`src/tmr_ch0_pkg.sv`:
```
package tmr_ch0_pkg;
  // Register byte offsets on the APB word map.
  localparam logic [7:0] OFF_INTEN = 8'h0C;
  localparam logic [7:0] OFF_FLAG = 8'h10;
  localparam logic [7:0] OFF_SWEVG = 8'h14;
  localparam logic [7:0] OFF_CTL0 = 8'h18;
  localparam logic [7:0] OFF_CTL2 = 8'h20;
  localparam logic [7:0] OFF_CNT = 8'h24;
  localparam logic [7:0] OFF_CV = 8'h34;
  localparam logic [7:0] OFF_CFG = 8'h40;
  // Event generation bit positions.
  localparam int EVG_UPD = 0;
  localparam int EVG_CH0 = 1;
  localparam int EVG_CMT = 5;
  localparam int EVG_BRK = 7;
  // Flag and enable bit positions; DMA enables sit at 8 and 9.
  localparam int F_UPD = 0;
  localparam int F_CH0 = 1;
  localparam int F_CMT = 5;
  localparam int F_BRK = 7;
  localparam int F_OVC = 9;
  localparam int DE_UPD = 8;
  localparam int DE_CH0 = 9;
  localparam logic [9:0] FLAG_MASK = 10'h2A3;
  localparam logic [9:0] INTEN_MASK = 10'h3A3;
  // Channel control 0 fields.
  localparam int MS_LSB = 0;
  localparam int FEN_BIT = 2;
  localparam int SEN_BIT = 3;
  localparam int COM_LSB = 4;
  // Channel control 2 fields.
  localparam int EN_BIT = 0;
  localparam int P_BIT = 1;
  localparam int NEN_BIT = 2;
  localparam int NP_BIT = 3;
  // Configuration register fields.
  localparam int OUTEN_BIT = 0;
  localparam int LOCK_LSB = 1;
  localparam int CMT_SHADOW_BIT = 3;
  localparam int ONE_PULSE_BIT = 4;
  localparam int TRIG_SEL_LSB = 5;
  localparam logic [1:0] LOCK_FULL = 2'h3;
  localparam logic [2:0] TRIG_SEL_INT_MAX = 3'h3;
  // Trigger to output delay with fast enable set, in clock cycles.
  localparam int FAST_TRIG_CYC = 3;
  localparam int SLOW_TRIG_CYC = 5;
  localparam logic [15:0] RST16 = 16'h0000;

  typedef enum logic [1:0] {
    MS_OUT = 2'b00,
    MS_OWN = 2'b01,
    MS_NEIGH = 2'b10,
    MS_ITRG = 2'b11
  } chan_mode_t;

  typedef enum logic [2:0] {
    CMP_TIMING = 3'b000,
    CMP_SET = 3'b001,
    CMP_CLEAR = 3'b010,
    CMP_TOGGLE = 3'b011,
    CMP_LOW = 3'b100,
    CMP_HIGH = 3'b101,
    CMP_PWM0 = 3'b110,
    CMP_PWM1 = 3'b111
  } cmp_mode_t;
endpackage
```
`src/tmr_ch0_ctrl.sv`:
```
// The APB register port was decided locally.
`timescale 1ns/1ns
// Function
// - Break bit drops output enable, flags, requests.
// - Commutation bit loads shadowed enables and mode.
// - Channel bit sets flag and sends requests.
// - Input mode captures counter, flags overcapture.
// - Update bit clears or reloads counter, prescaler.
// - Event bits self-clear after their event.
// - Codes 000-011 hold, set, clear, toggle.
// - Codes 100 and 101 force low, high.
// - PWM0 active below compare counting up.
// - PWM1 inactive below compare counting up.
// - PWM level follows the comparison every cycle.
// - Reference active high; polarity sets outputs.
// - Mode and shadow bits locked at full protection in output mode.
// - Shadowed compare value loads on update.
// - Fast enable treats trigger as match in the PWM modes.
// - Trigger to output three cycles when fast.
// - Mode field picks output or input source.
// - Trigger input mode needs internal trigger.
// - Mode field writable only while disabled.
// - Main polarity zero high, one low.
module tmr_ch0_ctrl
  import tmr_ch0_pkg::*;
#(
  parameter int CW = 16
) (
  // Clock, reset and enable.
  input wire logic mclk_i,
  input wire logic rstn_i,
  input wire logic cen_i,
  // APB slave.
  input wire logic psel_i,
  input wire logic penable_i,
  input wire logic pwrite_i,
  input wire logic [7:0] paddr_i,
  input wire logic [31:0] pwdata_i,
  output logic [31:0] prdata_o,
  output logic pready_o,
  output logic pslverr_o,
  // Counter core.
  input wire logic [CW-1:0] cnt_i,
  input wire logic down_count_i,
  input wire logic update_evt_i,
  input wire logic trigger_edge_i,
  output logic counter_clear_o,
  output logic counter_reload_o,
  output logic prescaler_clear_o,
  // Channel inputs.
  input wire logic own_filtered_input_i,
  input wire logic neighbour_filtered_input_i,
  input wire logic internal_trigger_source_i,
  // Channel outputs.
  output logic output_reference_o,
  output logic main_output_o,
  output logic complementary_output_o,
  output logic primary_output_enable_o,
  // Request pulses.
  output logic break_irq_o,
  output logic cmt_irq_o,
  output logic ch0_irq_o,
  output logic ch0_dma_o,
  output logic update_irq_o,
  output logic update_dma_o
);

  // Counter width must fit the 16-bit register fields.
  if (CW < 2 || CW > 16) begin : g_bad_cw
    $error("CW must lie between 2 and 16");
  end

  logic pready_q, pslverr_q;
  logic [31:0] prdata_q;
  logic brk_gen_q, cmt_gen_q, ch0_gen_q, upd_gen_q;
  logic clr_q, rld_q, psc_q;
  logic [9:0] inten_q, flag_q;
  logic outen_q, cmt_shadow_q, one_pulse_q;
  logic [1:0] lock_lvl_q;
  logic [2:0] trig_sel_q;
  chan_mode_t ms_q;
  cmp_mode_t com_q, com_pre_q;
  logic fen_q, sen_q;
  logic en_q, nen_q, en_pre_q, nen_pre_q, p_q, np_q;
  logic [CW-1:0] cv_q, cv_pre_q;
  logic ref_q, ref_d, match_q, sel_prev_q;
  logic [FAST_TRIG_CYC-2:0] trig_q;
  logic main_q, compl_q;
  logic brk_irq_q, cmt_irq_q, ch0_irq_q, ch0_dma_q, upd_irq_q, upd_dma_q;

  // Bus decode; a write takes effect only at the access edge with pready high.
  wire setup = psel_i & ~penable_i;
  wire acc = psel_i & penable_i & pready_q;
  wire wr = acc & pwrite_i;
  wire wr_inten = wr & (paddr_i == OFF_INTEN);
  wire wr_flag = wr & (paddr_i == OFF_FLAG);
  wire wr_swevg = wr & (paddr_i == OFF_SWEVG);
  wire wr_ctl0 = wr & (paddr_i == OFF_CTL0);
  wire wr_ctl2 = wr & (paddr_i == OFF_CTL2);
  wire wr_cv = wr & (paddr_i == OFF_CV);
  wire wr_cfg = wr & (paddr_i == OFF_CFG);
  wire mapped = (paddr_i == OFF_INTEN) | (paddr_i == OFF_FLAG) | (paddr_i == OFF_SWEVG) |
                (paddr_i == OFF_CTL0) | (paddr_i == OFF_CTL2) | (paddr_i == OFF_CNT) |
                (paddr_i == OFF_CV) | (paddr_i == OFF_CFG);

  // Protection locks the compare fields only while the channel is an output.
  wire cmp_lock = (lock_lvl_q == LOCK_FULL) & (ms_q == MS_OUT);
  wire pol_lock = lock_lvl_q[1];
  wire out_mode = (ms_q == MS_OUT);
  wire itrg_ok = (trig_sel_q <= TRIG_SEL_INT_MAX);
  wire is_pwm = (com_q == CMP_PWM0) | (com_q == CMP_PWM1);

  // Read data; the event generation register always reads zero.
  logic [31:0] rdata;
  always_comb begin
    rdata = 32'h0000_0000;
    unique case (paddr_i)
      OFF_INTEN: rdata[9:0] = inten_q;
      OFF_FLAG: rdata[9:0] = flag_q;
      OFF_SWEVG: rdata = 32'h0000_0000;
      OFF_CTL0: begin
        rdata[COM_LSB+:3] = com_q;
        rdata[SEN_BIT] = sen_q;
        rdata[FEN_BIT] = fen_q;
        rdata[MS_LSB+:2] = ms_q;
      end
      OFF_CTL2: rdata[3:0] = {np_q, nen_q, p_q, en_q};
      OFF_CNT: rdata[CW-1:0] = cnt_i;
      OFF_CV: rdata[CW-1:0] = cv_q;
      OFF_CFG: rdata[7:0] = {trig_sel_q, one_pulse_q, cmt_shadow_q, lock_lvl_q, outen_q};
      default: rdata = 32'h0000_0000;
    endcase
  end

  // Answer in the first access cycle: data is latched during setup.
  always_ff @(posedge mclk_i) begin
    if (!rstn_i) begin
      pready_q <= 1'b0;
      pslverr_q <= 1'b0;
      prdata_q <= 32'h0000_0000;
    end else if (cen_i) begin
      pready_q <= setup;
      pslverr_q <= setup & ~mapped;
      prdata_q <= setup ? rdata : 32'h0000_0000;
    end
  end

  // Event bits are set by a write of one and fall back on the next edge.
  always_ff @(posedge mclk_i) begin
    if (!rstn_i) begin
      {brk_gen_q, cmt_gen_q, ch0_gen_q, upd_gen_q} <= 4'h0;
      {clr_q, rld_q, psc_q} <= 3'h0;
    end else if (cen_i) begin
      brk_gen_q <= wr_swevg & pwdata_i[EVG_BRK];
      cmt_gen_q <= wr_swevg & pwdata_i[EVG_CMT];
      ch0_gen_q <= wr_swevg & pwdata_i[EVG_CH0];
      upd_gen_q <= wr_swevg & pwdata_i[EVG_UPD];
      clr_q <= wr_swevg & pwdata_i[EVG_UPD] & ~down_count_i;
      rld_q <= wr_swevg & pwdata_i[EVG_UPD] & down_count_i;
      psc_q <= wr_swevg & pwdata_i[EVG_UPD];
    end
  end

  // Channel events from software, capture edges and compare matches.
  wire upd_evt = upd_gen_q | update_evt_i;
  logic sel_in;
  always_comb begin
    unique case (ms_q)
      MS_OWN: sel_in = own_filtered_input_i;
      MS_NEIGH: sel_in = neighbour_filtered_input_i;
      MS_ITRG: sel_in = internal_trigger_source_i & itrg_ok;
      MS_OUT: sel_in = 1'b0;
    endcase
  end
  wire sel_pol = sel_in ^ p_q;
  wire hw_cap = ~out_mode & en_q & sel_pol & ~sel_prev_q;
  wire capture = ~out_mode & (ch0_gen_q | hw_cap);
  wire match = (cnt_i == cv_q);
  wire match_rise = match & ~match_q;
  wire cmp_evt = out_mode & match_rise;
  wire ch0_evt = ch0_gen_q | hw_cap | cmp_evt;

  // Flags: write zero clears, a hardware set in the same cycle wins.
  logic [9:0] flag_set;
  always_comb begin
    flag_set = 10'h000;
    flag_set[F_UPD] = upd_evt;
    flag_set[F_CH0] = ch0_evt;
    flag_set[F_CMT] = cmt_gen_q;
    flag_set[F_BRK] = brk_gen_q;
    flag_set[F_OVC] = capture & flag_q[F_CH0];
  end
  wire [9:0] flag_clr = wr_flag ? ~pwdata_i[9:0] : 10'h000;

  always_ff @(posedge mclk_i) begin
    if (!rstn_i) begin
      flag_q <= 10'h000;
      inten_q <= 10'h000;
    end else if (cen_i) begin
      flag_q <= ((flag_q & ~flag_clr) | flag_set) & FLAG_MASK;
      if (wr_inten) begin
        inten_q <= pwdata_i[9:0] & INTEN_MASK;
      end
    end
  end

  // Configuration; the break event overrides a write of the output enable.
  always_ff @(posedge mclk_i) begin
    if (!rstn_i) begin
      {outen_q, cmt_shadow_q, one_pulse_q} <= 3'h0;
      lock_lvl_q <= 2'h0;
      trig_sel_q <= 3'h0;
    end else if (cen_i) begin
      if (wr_cfg) begin
        outen_q <= pwdata_i[OUTEN_BIT];
        lock_lvl_q <= pwdata_i[LOCK_LSB+:2];
        cmt_shadow_q <= pwdata_i[CMT_SHADOW_BIT];
        one_pulse_q <= pwdata_i[ONE_PULSE_BIT];
        trig_sel_q <= pwdata_i[TRIG_SEL_LSB+:3];
      end
      if (brk_gen_q) begin
        outen_q <= 1'b0;
      end
    end
  end

  // Channel control 0; with commutation shadowing the mode goes to a preload copy.
  always_ff @(posedge mclk_i) begin
    if (!rstn_i) begin
      ms_q <= MS_OUT;
      com_q <= CMP_TIMING;
      com_pre_q <= CMP_TIMING;
      {fen_q, sen_q} <= 2'h0;
    end else if (cen_i) begin
      if (wr_ctl0) begin
        fen_q <= pwdata_i[FEN_BIT];
        if (!en_q) begin
          ms_q <= chan_mode_t'(pwdata_i[MS_LSB+:2]);
        end
        if (!cmp_lock) begin
          sen_q <= pwdata_i[SEN_BIT];
          com_pre_q <= cmp_mode_t'(pwdata_i[COM_LSB+:3]);
          if (!cmt_shadow_q) begin
            com_q <= cmp_mode_t'(pwdata_i[COM_LSB+:3]);
          end
        end
      end else if (cmt_gen_q && cmt_shadow_q) begin
        com_q <= com_pre_q;
      end
    end
  end

  // Channel control 2; polarity is frozen at protection levels 10 and 11.
  always_ff @(posedge mclk_i) begin
    if (!rstn_i) begin
      {en_q, nen_q, en_pre_q, nen_pre_q, p_q, np_q} <= 6'h00;
    end else if (cen_i) begin
      if (wr_ctl2) begin
        en_pre_q <= pwdata_i[EN_BIT];
        nen_pre_q <= pwdata_i[NEN_BIT];
        if (!cmt_shadow_q) begin
          en_q <= pwdata_i[EN_BIT];
          nen_q <= pwdata_i[NEN_BIT];
        end
        if (!pol_lock) begin
          p_q <= pwdata_i[P_BIT];
          np_q <= pwdata_i[NP_BIT];
        end
      end else if (cmt_gen_q && cmt_shadow_q) begin
        en_q <= en_pre_q;
        nen_q <= nen_pre_q;
      end
    end
  end

  // Compare value: direct or shadowed, and also the capture register.
  always_ff @(posedge mclk_i) begin
    if (!rstn_i) begin
      cv_q <= RST16[CW-1:0];
      cv_pre_q <= RST16[CW-1:0];
    end else if (cen_i) begin
      if (wr_cv) begin
        cv_pre_q <= pwdata_i[CW-1:0];
      end
      if (capture) begin
        cv_q <= cnt_i;
      end else if (wr_cv && !sen_q) begin
        cv_q <= pwdata_i[CW-1:0];
      end else if (upd_evt && sen_q && out_mode) begin
        cv_q <= cv_pre_q;
      end
    end
  end

  // Reference level. Compare modes act on the first cycle of a match so that a
  // slow prescaler holding the counter does not toggle the output repeatedly.
  wire fast_fire = fen_q & is_pwm & trig_q[FAST_TRIG_CYC-2];
  wire pwm0_lvl = down_count_i ? (cnt_i <= cv_q) : (cnt_i < cv_q);
  wire pwm1_lvl = down_count_i ? (cnt_i > cv_q) : (cnt_i >= cv_q);
  always_comb begin
    ref_d = ref_q;
    unique case (com_q)
      CMP_TIMING: ref_d = ref_q;
      CMP_SET: ref_d = match_rise ? 1'b1 : ref_q;
      CMP_CLEAR: ref_d = match_rise ? 1'b0 : ref_q;
      CMP_TOGGLE: ref_d = match_rise ? ~ref_q : ref_q;
      CMP_LOW: ref_d = 1'b0;
      CMP_HIGH: ref_d = 1'b1;
      CMP_PWM0: ref_d = fast_fire | pwm0_lvl;
      CMP_PWM1: ref_d = fast_fire | pwm1_lvl;
    endcase
    if (!out_mode) begin
      ref_d = 1'b0;
    end
  end

  // Outputs follow the reference through polarity and the enables.
  always_ff @(posedge mclk_i) begin
    if (!rstn_i) begin
      {ref_q, match_q, sel_prev_q, main_q, compl_q} <= 5'h00;
      trig_q <= '0;
    end else if (cen_i) begin
      ref_q <= ref_d;
      match_q <= match;
      sel_prev_q <= sel_pol;
      trig_q <= {trig_q[FAST_TRIG_CYC-3:0], trigger_edge_i};
      main_q <= out_mode & en_q & outen_q & (ref_d ^ p_q);
      compl_q <= out_mode & nen_q & outen_q & (~ref_d ^ np_q);
    end
  end

  // Request pulses, gated by their enables.
  always_ff @(posedge mclk_i) begin
    if (!rstn_i) begin
      {brk_irq_q, cmt_irq_q, ch0_irq_q, ch0_dma_q, upd_irq_q, upd_dma_q} <= 6'h00;
    end else if (cen_i) begin
      brk_irq_q <= brk_gen_q & inten_q[F_BRK];
      cmt_irq_q <= cmt_gen_q & inten_q[F_CMT];
      ch0_irq_q <= ch0_evt & inten_q[F_CH0];
      ch0_dma_q <= ch0_evt & inten_q[DE_CH0];
      upd_irq_q <= upd_evt & inten_q[F_UPD];
      upd_dma_q <= upd_evt & inten_q[DE_UPD];
    end
  end

  assign prdata_o = prdata_q;
  assign pready_o = pready_q;
  assign pslverr_o = pslverr_q;
  assign counter_clear_o = clr_q;
  assign counter_reload_o = rld_q;
  assign prescaler_clear_o = psc_q;
  assign output_reference_o = ref_q;
  assign main_output_o = main_q;
  assign complementary_output_o = compl_q;
  assign primary_output_enable_o = outen_q;
  assign break_irq_o = brk_irq_q;
  assign cmt_irq_o = cmt_irq_q;
  assign ch0_irq_o = ch0_irq_q;
  assign ch0_dma_o = ch0_dma_q;
  assign update_irq_o = upd_irq_q;
  assign update_dma_o = upd_dma_q;

  // Checks on the documented behaviour.
  chk_break_primary_output_enable_flag: assert property (@(posedge mclk_i) disable iff (!rstn_i)
    (wr_swevg && pwdata_i[EVG_BRK] && cen_i) ##1 cen_i |=> (!outen_q && flag_q[F_BRK]))
    else $error("break event did not clear enable or set flag");
  chk_event_selfclear: assert property (@(posedge mclk_i) disable iff (!rstn_i)
    (ch0_gen_q && cen_i && !wr_swevg) |=> !ch0_gen_q)
    else $error("channel event bit did not self clear");
  chk_swevg_reads_zero: assert property (@(posedge mclk_i) disable iff (!rstn_i)
    (pready_o && psel_i && penable_i && !pwrite_i && paddr_i == OFF_SWEVG) |-> prdata_o == 32'h0000_0000)
    else $error("event register read nonzero");
  chk_force_high: assert property (@(posedge mclk_i) disable iff (!rstn_i)
    (cen_i && out_mode && com_q == CMP_HIGH) |=> output_reference_o)
    else $error("forced high reference not high");
  chk_protection_level_locks_sen: assert property (@(posedge mclk_i) disable iff (!rstn_i)
    (wr_ctl0 && cmp_lock && cen_i) |=> sen_q == $past(sen_q))
    else $error("shadow enable changed while protected");
  chk_mode_locked_en: assert property (@(posedge mclk_i) disable iff (!rstn_i)
    (wr_ctl0 && en_q) |=> $stable(ms_q))
    else $error("mode field changed while channel enabled");
  chk_fast_trigger: assert property (@(posedge mclk_i) disable iff (!rstn_i)
    (trigger_edge_i && cen_i && fen_q && out_mode && com_q == CMP_PWM0) ##1 (cen_i && !wr)[*2]
    |=> output_reference_o)
    else $error("fast trigger did not set reference in three cycles");
  chk_sw_capture: assert property (@(posedge mclk_i) disable iff (!rstn_i)
    (ch0_gen_q && !out_mode && cen_i) |=> (cv_q == $past(cnt_i) && flag_q[F_CH0]))
    else $error("software capture did not store counter");
  chk_overcapture: assert property (@(posedge mclk_i) disable iff (!rstn_i)
    (ch0_gen_q && !out_mode && flag_q[F_CH0] && cen_i) |=> flag_q[F_OVC])
    else $error("overcapture flag not set");
  chk_shadow_load: assert property (@(posedge mclk_i) disable iff (!rstn_i)
    (upd_evt && sen_q && out_mode && cen_i && !wr_cv) |=> cv_q == $past(cv_pre_q))
    else $error("shadow compare value not loaded on update");
  cov_break: cover property (@(posedge mclk_i) disable iff (!rstn_i) brk_irq_q);
  cov_pwm_fast: cover property (@(posedge mclk_i) disable iff (!rstn_i) fast_fire && cen_i);
  cov_capture_over: cover property (@(posedge mclk_i) disable iff (!rstn_i) flag_set[F_OVC] && cen_i);
endmodule

```
`config.mk`:
```
export PLATFORM = sky130hd
export DESIGN_NAME = tmr_ch0_ctrl
export DESIGN_NICKNAME = d
export VERILOG_FILES = /design/src/tmr_ch0_pkg.sv /design/src/tmr_ch0_ctrl.sv
export SDC_FILE = /design/constraint.sdc
export NUM_CORES = 1
export LEC_CHECK = 0
export ABC_AREA = 1
export BUFFER_PORTS_ARGS = -buffer_cell sky130_fd_sc_hd__clkbuf_2
export CORE_MARGIN = 2
export CORE_UTILIZATION = 40
export CTS_BUF_LIST = sky130_fd_sc_hd__clkbuf_16
export CTS_CLUSTER_DIAMETER = 200
export DETAILED_ROUTE_END_ITERATION = 10
export GPL_TIMING_DRIVEN = 0
export PLACE_DENSITY = 0.6
export SYNTH_ARGS = -nofsm -noshare
export SYNTH_HDL_FRONTEND = slang
export SYNTH_SLANG_ARGS = --single-unit
```
`constraint.sdc`:
```
create_clock -name mclk_i -period 6.5 [get_ports mclk_i]
set_clock_uncertainty 0.05 [all_clocks]
set_input_delay 0.65 -clock mclk_i [delete_from_list [all_inputs] [get_ports mclk_i]]
set_output_delay 0.65 -clock mclk_i [all_outputs]
set_load 0.05 [all_outputs]
```
# Yosys cells after proc, flatten, opt, wreduce, memory -nomap -nowiden
# Cells that the tools add are included.
# W data, S select, Z words.
[op_classes]
order_cmp = 5
n_eq_ne = 23
n_mux = 30
bitwise_logic = 72
n_reduce_logical = 23
[op_table]
columns = ["operator", "n"]
rows = [
  ["$mux W16", 4],
  ["$and A1 B1 Y1", 41],
  ["$pmux W4 S7", 1],
  ["$eq A8 B5 Y1 const B", 3],
  ["$eq A8 B6 Y1 const B", 3],
  ["$not A10 Y10", 2],
  ["$pmux W3 S6", 1],
  ["$eq A16 B16 Y1", 1],
  ["$ge A16 B16 Y1", 1],
  ["$gt A16 B16 Y1", 1],
  ["$le A16 B16 Y1", 1],
  ["$lt A16 B16 Y1", 1],
  ["$mux W1", 14],
  ["$reduce_and A2 Y1", 7],
  ["$or A1 B1 Y1", 13],
  ["$eq A3 B3 Y1 const B", 4],
  ["$mux W3", 4],
  ["$pmux W6 S2", 1],
  ["$reduce_and A3 Y1", 4],
  ["$not A1 Y1", 11],
  ["$and A10 B10 Y10", 1],
  ["$mux W10", 1],
  ["$or A10 B10 Y10", 1],
  ["$eq A8 B4 Y1 const B", 1],
  ["19 further kinds", 31],
]
[totals]
reg_bits = 120
in_bits = 68
out_inout_bits = 47
wordCells = 194

# Depth between registers and ports, before layout
[depth]
ltp_word = 10
ltp_mapped = 20

# Worst setup path after synthesis
# OpenSTA, ideal clock, no wires.
[synth_path]
path_kind = "input -> register"
startpoint = "input cnt_i[15]"
endpoint = "register compl_q, in the netlist complementary_output_o"
t_arrival_ps = 2596
required_ps = 6318
setup_slack_ps = 3721
cell_stages = 16
path_buffers = 0
path_cell_list = "ha_1 -> nand2_1 -> nor2_1 -> nand4_1 -> nor2_1 -> inv_1 -> or2_2 -> ha_1 -> nor2_1 -> nor4_1 -> nor3_1 -> nand2_1 -> nand2_1 -> nand2_1 -> nand3_1 -> a21oi_1"
[synth_between]
elab_chain_len = 8
elab_cells_between_ends = 18
cone_classes = "order compare: 4; eq/ne: 1; mux: 7; bitwise: 6"
[synth_rtl]
columns = ["item", "line", "text"]
rows = [
  ["start, declared", "tmr_ch0_ctrl.sv:43", "input wire logic [CW-1:0] cnt_i,"],
  ["$ge A16 B16 Y1 (tied with other cells)", "tmr_ch0_ctrl.sv:299", "wire pwm1_lvl = down_count_i ? (cnt_i > cv_q) : (cnt_i >= cv_q);"],
  ["$mux W1 (tied with other cells)", "tmr_ch0_ctrl.sv:299", ""],
  ["$or A1 B1 Y1 (tied with other cells)", "tmr_ch0_ctrl.sv:310", "CMP_PWM1: ref_d = fast_fire | pwm1_lvl;"],
  ["$pmux W1 S8 *", "tmr_ch0_ctrl.sv:302", "unique case (com_q)"],
  ["$mux W1 *", "tmr_ch0_ctrl.sv:312", "if (!out_mode) begin"],
  ["$not A1 Y1 *", "tmr_ch0_ctrl.sv:328", "compl_q <= out_mode & nen_q & outen_q & (~ref_d ^ np_q);"],
  ["$xor A1 B1 Y1 *", "tmr_ch0_ctrl.sv:328", ""],
  ["$and A1 B1 Y1 *", "tmr_ch0_ctrl.sv:328", ""],
  ["end signal, assigned", "tmr_ch0_ctrl.sv:328", ""],
  ["end, declared", "tmr_ch0_ctrl.sv:88", "logic main_q, compl_q;"],
]
# Every way passes the cells marked *; elsewhere a longest branch is shown, timed or not.
# A chain may end at the register's enable or synchronous reset.

# Worst setup path in the final report
[layout_path]
startpoint = "input cnt_i[7]"
endpoint = "register compl_q, in the netlist complementary_output_o"
# Same word-level chain as after synthesis.

==> impl_metrics.yaml <==
cts:
  cts_setup_buffers: 0
  cts_hold_buf: 0
  clk_latency_ps: 370
  cts_tree: "yes"
  cts_max_level: 3
  cts_buffers: 9
  cts-root-buf: "clkbuf_16"
  cts.path.max_buffers: 2
  cts.sinks: 104
  cts.clk_slew.worst_paths_ps: 80
  ctsResizeCount: 0
die:
  dieWidth_um: 120.6
  num_io_pins: 115
  coreArea_sq_um: 13240
  die-height_um: 120.6
  rows: 42
  die-area_sq_um: 14540
  initial_core_util_pct: 41.05
cells_and_area:
  nNetsFinal: 973
  final_cells: 1068
  antenna_cells: 0
  multi_input_area_sq_um: 2804
  area_delta_synth_final_pct: 18.11
  final_cell_mix: "154 x nand2_1, 104 x dfxtp_1, 93 x a21oi_1"
  n_fill_cell: 1433
  seqCellArea_sq_um: 2082
  drive_gt1_share_pct: 16.93
  layout_commonest_cell: "nand2_1"
power:
  vdd_ir_drop_max_mv: 0.1459
  total_power_mw: 1.338
  power_density_nw_per_um2: 208.4
  p_leak_nw: 2.768
timing:
  setup_viol_count_final: 0
  fin_crit_ps: 2937
  timing.setup.tns_ps: 0
  tightestPinTransition_ps: 689.2
  drv_slew: 0
  fin_crit_sh_pct: 45.19
  fmax_mhz: 340.4
  hold_violations: 0
  relSlewSlack_pct: 54.05
  rsz0062_at_grt: "false"
place:
  dp_hpwl_um: 13050
  gp_congestion: 0.9285
  dp_cells: 1052
  numPortBuffers: 80
yosys:
  ys_warn_count: 0
  syn_area_sq_um: 5436
  synthCells: 781
  synth-seq-area-share_pct: 38.30
  synth.distinct_cells: 41
  ys_ff_latch: 104
  synth_top_cell_by_area: "dfxtp_1"
  avgSynthCellArea_sq_um: 6.961
  synth_top_cell_area_share_pct: 38.30
  synth.top_cells.by_area: "dfxtp_1 38%, nand2_1 11%, a21oi_1 8.6%"
global_routing:
  antenna_found_initial: 0
  grt_pass1_vias: 4919
  grt_pass1_wl_um: 26590
  grt_max_degree: 20
  grt_overflow: 0
  grt_use_total_pct: 23.94
setup_path:
  required_ps: 6750
  r2r_cells: 17
  r2r-start: "cv_q[7]"
  r2r_setup_slack_ps: 3570
  crit_arrival_ps: 3190
  cp-end-kind: "flip-flop"
  worstPathMaxFanout: 3
  r2r-end: "complementary_output_o"
  path_class: "input port to flip-flop"
  critPathLaunchType: "input port"
detailed_routing:
  wire_per_inst_um: 15.91
  vias: 5475
  drt-initial-drc-count: 323
  first_pass_iters: 5
  drcViolationCount: 0
  avgViaCountPerCell: 5.126
  postRouteAntennaNets: 0
  wl_um: 16990
worst_hold_path:
  min_path_cells: 2
  hold_class: "flip-flop to flip-flop"
  min_from: "com_pre_q[2]"
  hold_end: "com_pre_q[2]"
status:
  status: "finished, final reports clean"
job:
  drv_cap: 0
[where the power goes]
group	total (mW)	switching, mW	internal, mW	leakage, nW
Combinational	0.120	0.0852	0.0346	1.78
Sequential	0.641	0.00176	0.639	0.839
Clock	0.577	0.272	0.306	0.151
Total	1.34	0.359	0.980	2.77
[synth_stat cells]
cell / number
conb_1: 1
xor2_1: 1
nor3_2: 1
nor2_1: 75
nor2_4: 1
buf_4: 16
buf_2: 8
a21oi_1: 93
nand4_4: 1
nand3_2: 1
o21ai_1: 3
nand2_2: 4
a221oi_1: 3
nand4_1: 7
dfxtp_1: 104
mux2_4: 2
o2111ai_1: 1
a211oi_1: 7
buf_1: 2
or2_2: 3
mux2_2: 5
a21o_1: 1
nand3_1: 30
nor4_1: 2
o21ai_0: 91
nand4_2: 1
o22ai_1: 13
inv_2: 5
clkinv_1: 1
buf_6: 2
nor3_1: 4
nand2_4: 1
o211ai_1: 5
o221ai_1: 3
inv_1: 86
ha_1: 18
o31ai_1: 1
clkbuf_1: 19
nor2_2: 4
nand2_1: 154
a2bb2oi_1: 1
[through the flow]
stage	worst slack [ps]	hold slack, ps	util (%)	instance area (sq um)
3_5_place_dp	3245	397.6	46.16	6113
2_1_floorplan	3721	374.5	-	5493
4_1_cts	3625	407.0	48.49	6421
3_3_place_gp	3249	391.4	46.16	6113
5_1_grt	3307	420.5	48.49	6421
6_report	3563	406.0	48.49	6421
[worst max-delay path: stages]
cell,delay [ps]
clkbuf_2,130
ha_1,310
nand2_1,80
nor2_1,150
nand4_1,120
nor2_1,180
inv_1,90
or2_2,320
ha_1,290
nor2_1,40
nor4_1,170
nor3_1,70
nand2_1,120
nand2_1,110
nand2_1,70
nand3_1,120
a21oi_1,140
[metal layers]
metal	vias up	global-route usage, %	routed length, um
met1	2478	32.81	7706
met3	21	6.274	1372
met5	-	0	0
li1	2770	-	-
met2	206	37.43	7640
met4	0	6.250	273
[cell families after synthesis]
group	Yosys count	share of synthesized area [%]
mux	7	1.588
xor+xnor	1	0.1611
compound gates	222	21.93
fa+ha+maj	18	4.143
flops	104	38.30
buf+inv	139	11.16
other cells	1	0.06898
simple gates	289	22.65
[worst max-delay path by stage]
stage                   start                endpoint  depth (start not counted)
detailed placement   cnt_i[7]  complementary_output_o                         17
floorplan           cnt_i[15]  complementary_output_o                         16
global route          cv_q[7]  complementary_output_o                         17
finish               cnt_i[7]  complementary_output_o                         17
global placement     cnt_i[7]  complementary_output_o                         17
CTS                  cnt_i[7]  complementary_output_o                         17
[area by class of cell]
type | count | share of cell area [%]
clock inverter | 7 | 1.286
buffer | 47 | 4.072
multi-input combinational | 553 | 43.67
timing repair buffer | 80 | 6.235
tap | 176 | 3.429
clock buffer | 9 | 3.507
sequential | 104 | 32.42
inverter | 92 | 5.378
[registers in the layout, indices dropped and copies added, names as in the netlist, 2 cells and up]
name and count:
com_pre_q 3, com_q 3, cv_pre_q 16, cv_q 16, flag_q 5, inten_q 6
lock_lvl_q 2, ms_q 2, prdata_o 16, trig_q 2, trig_sel_q 3
Power figures use the tool's default switching activity.
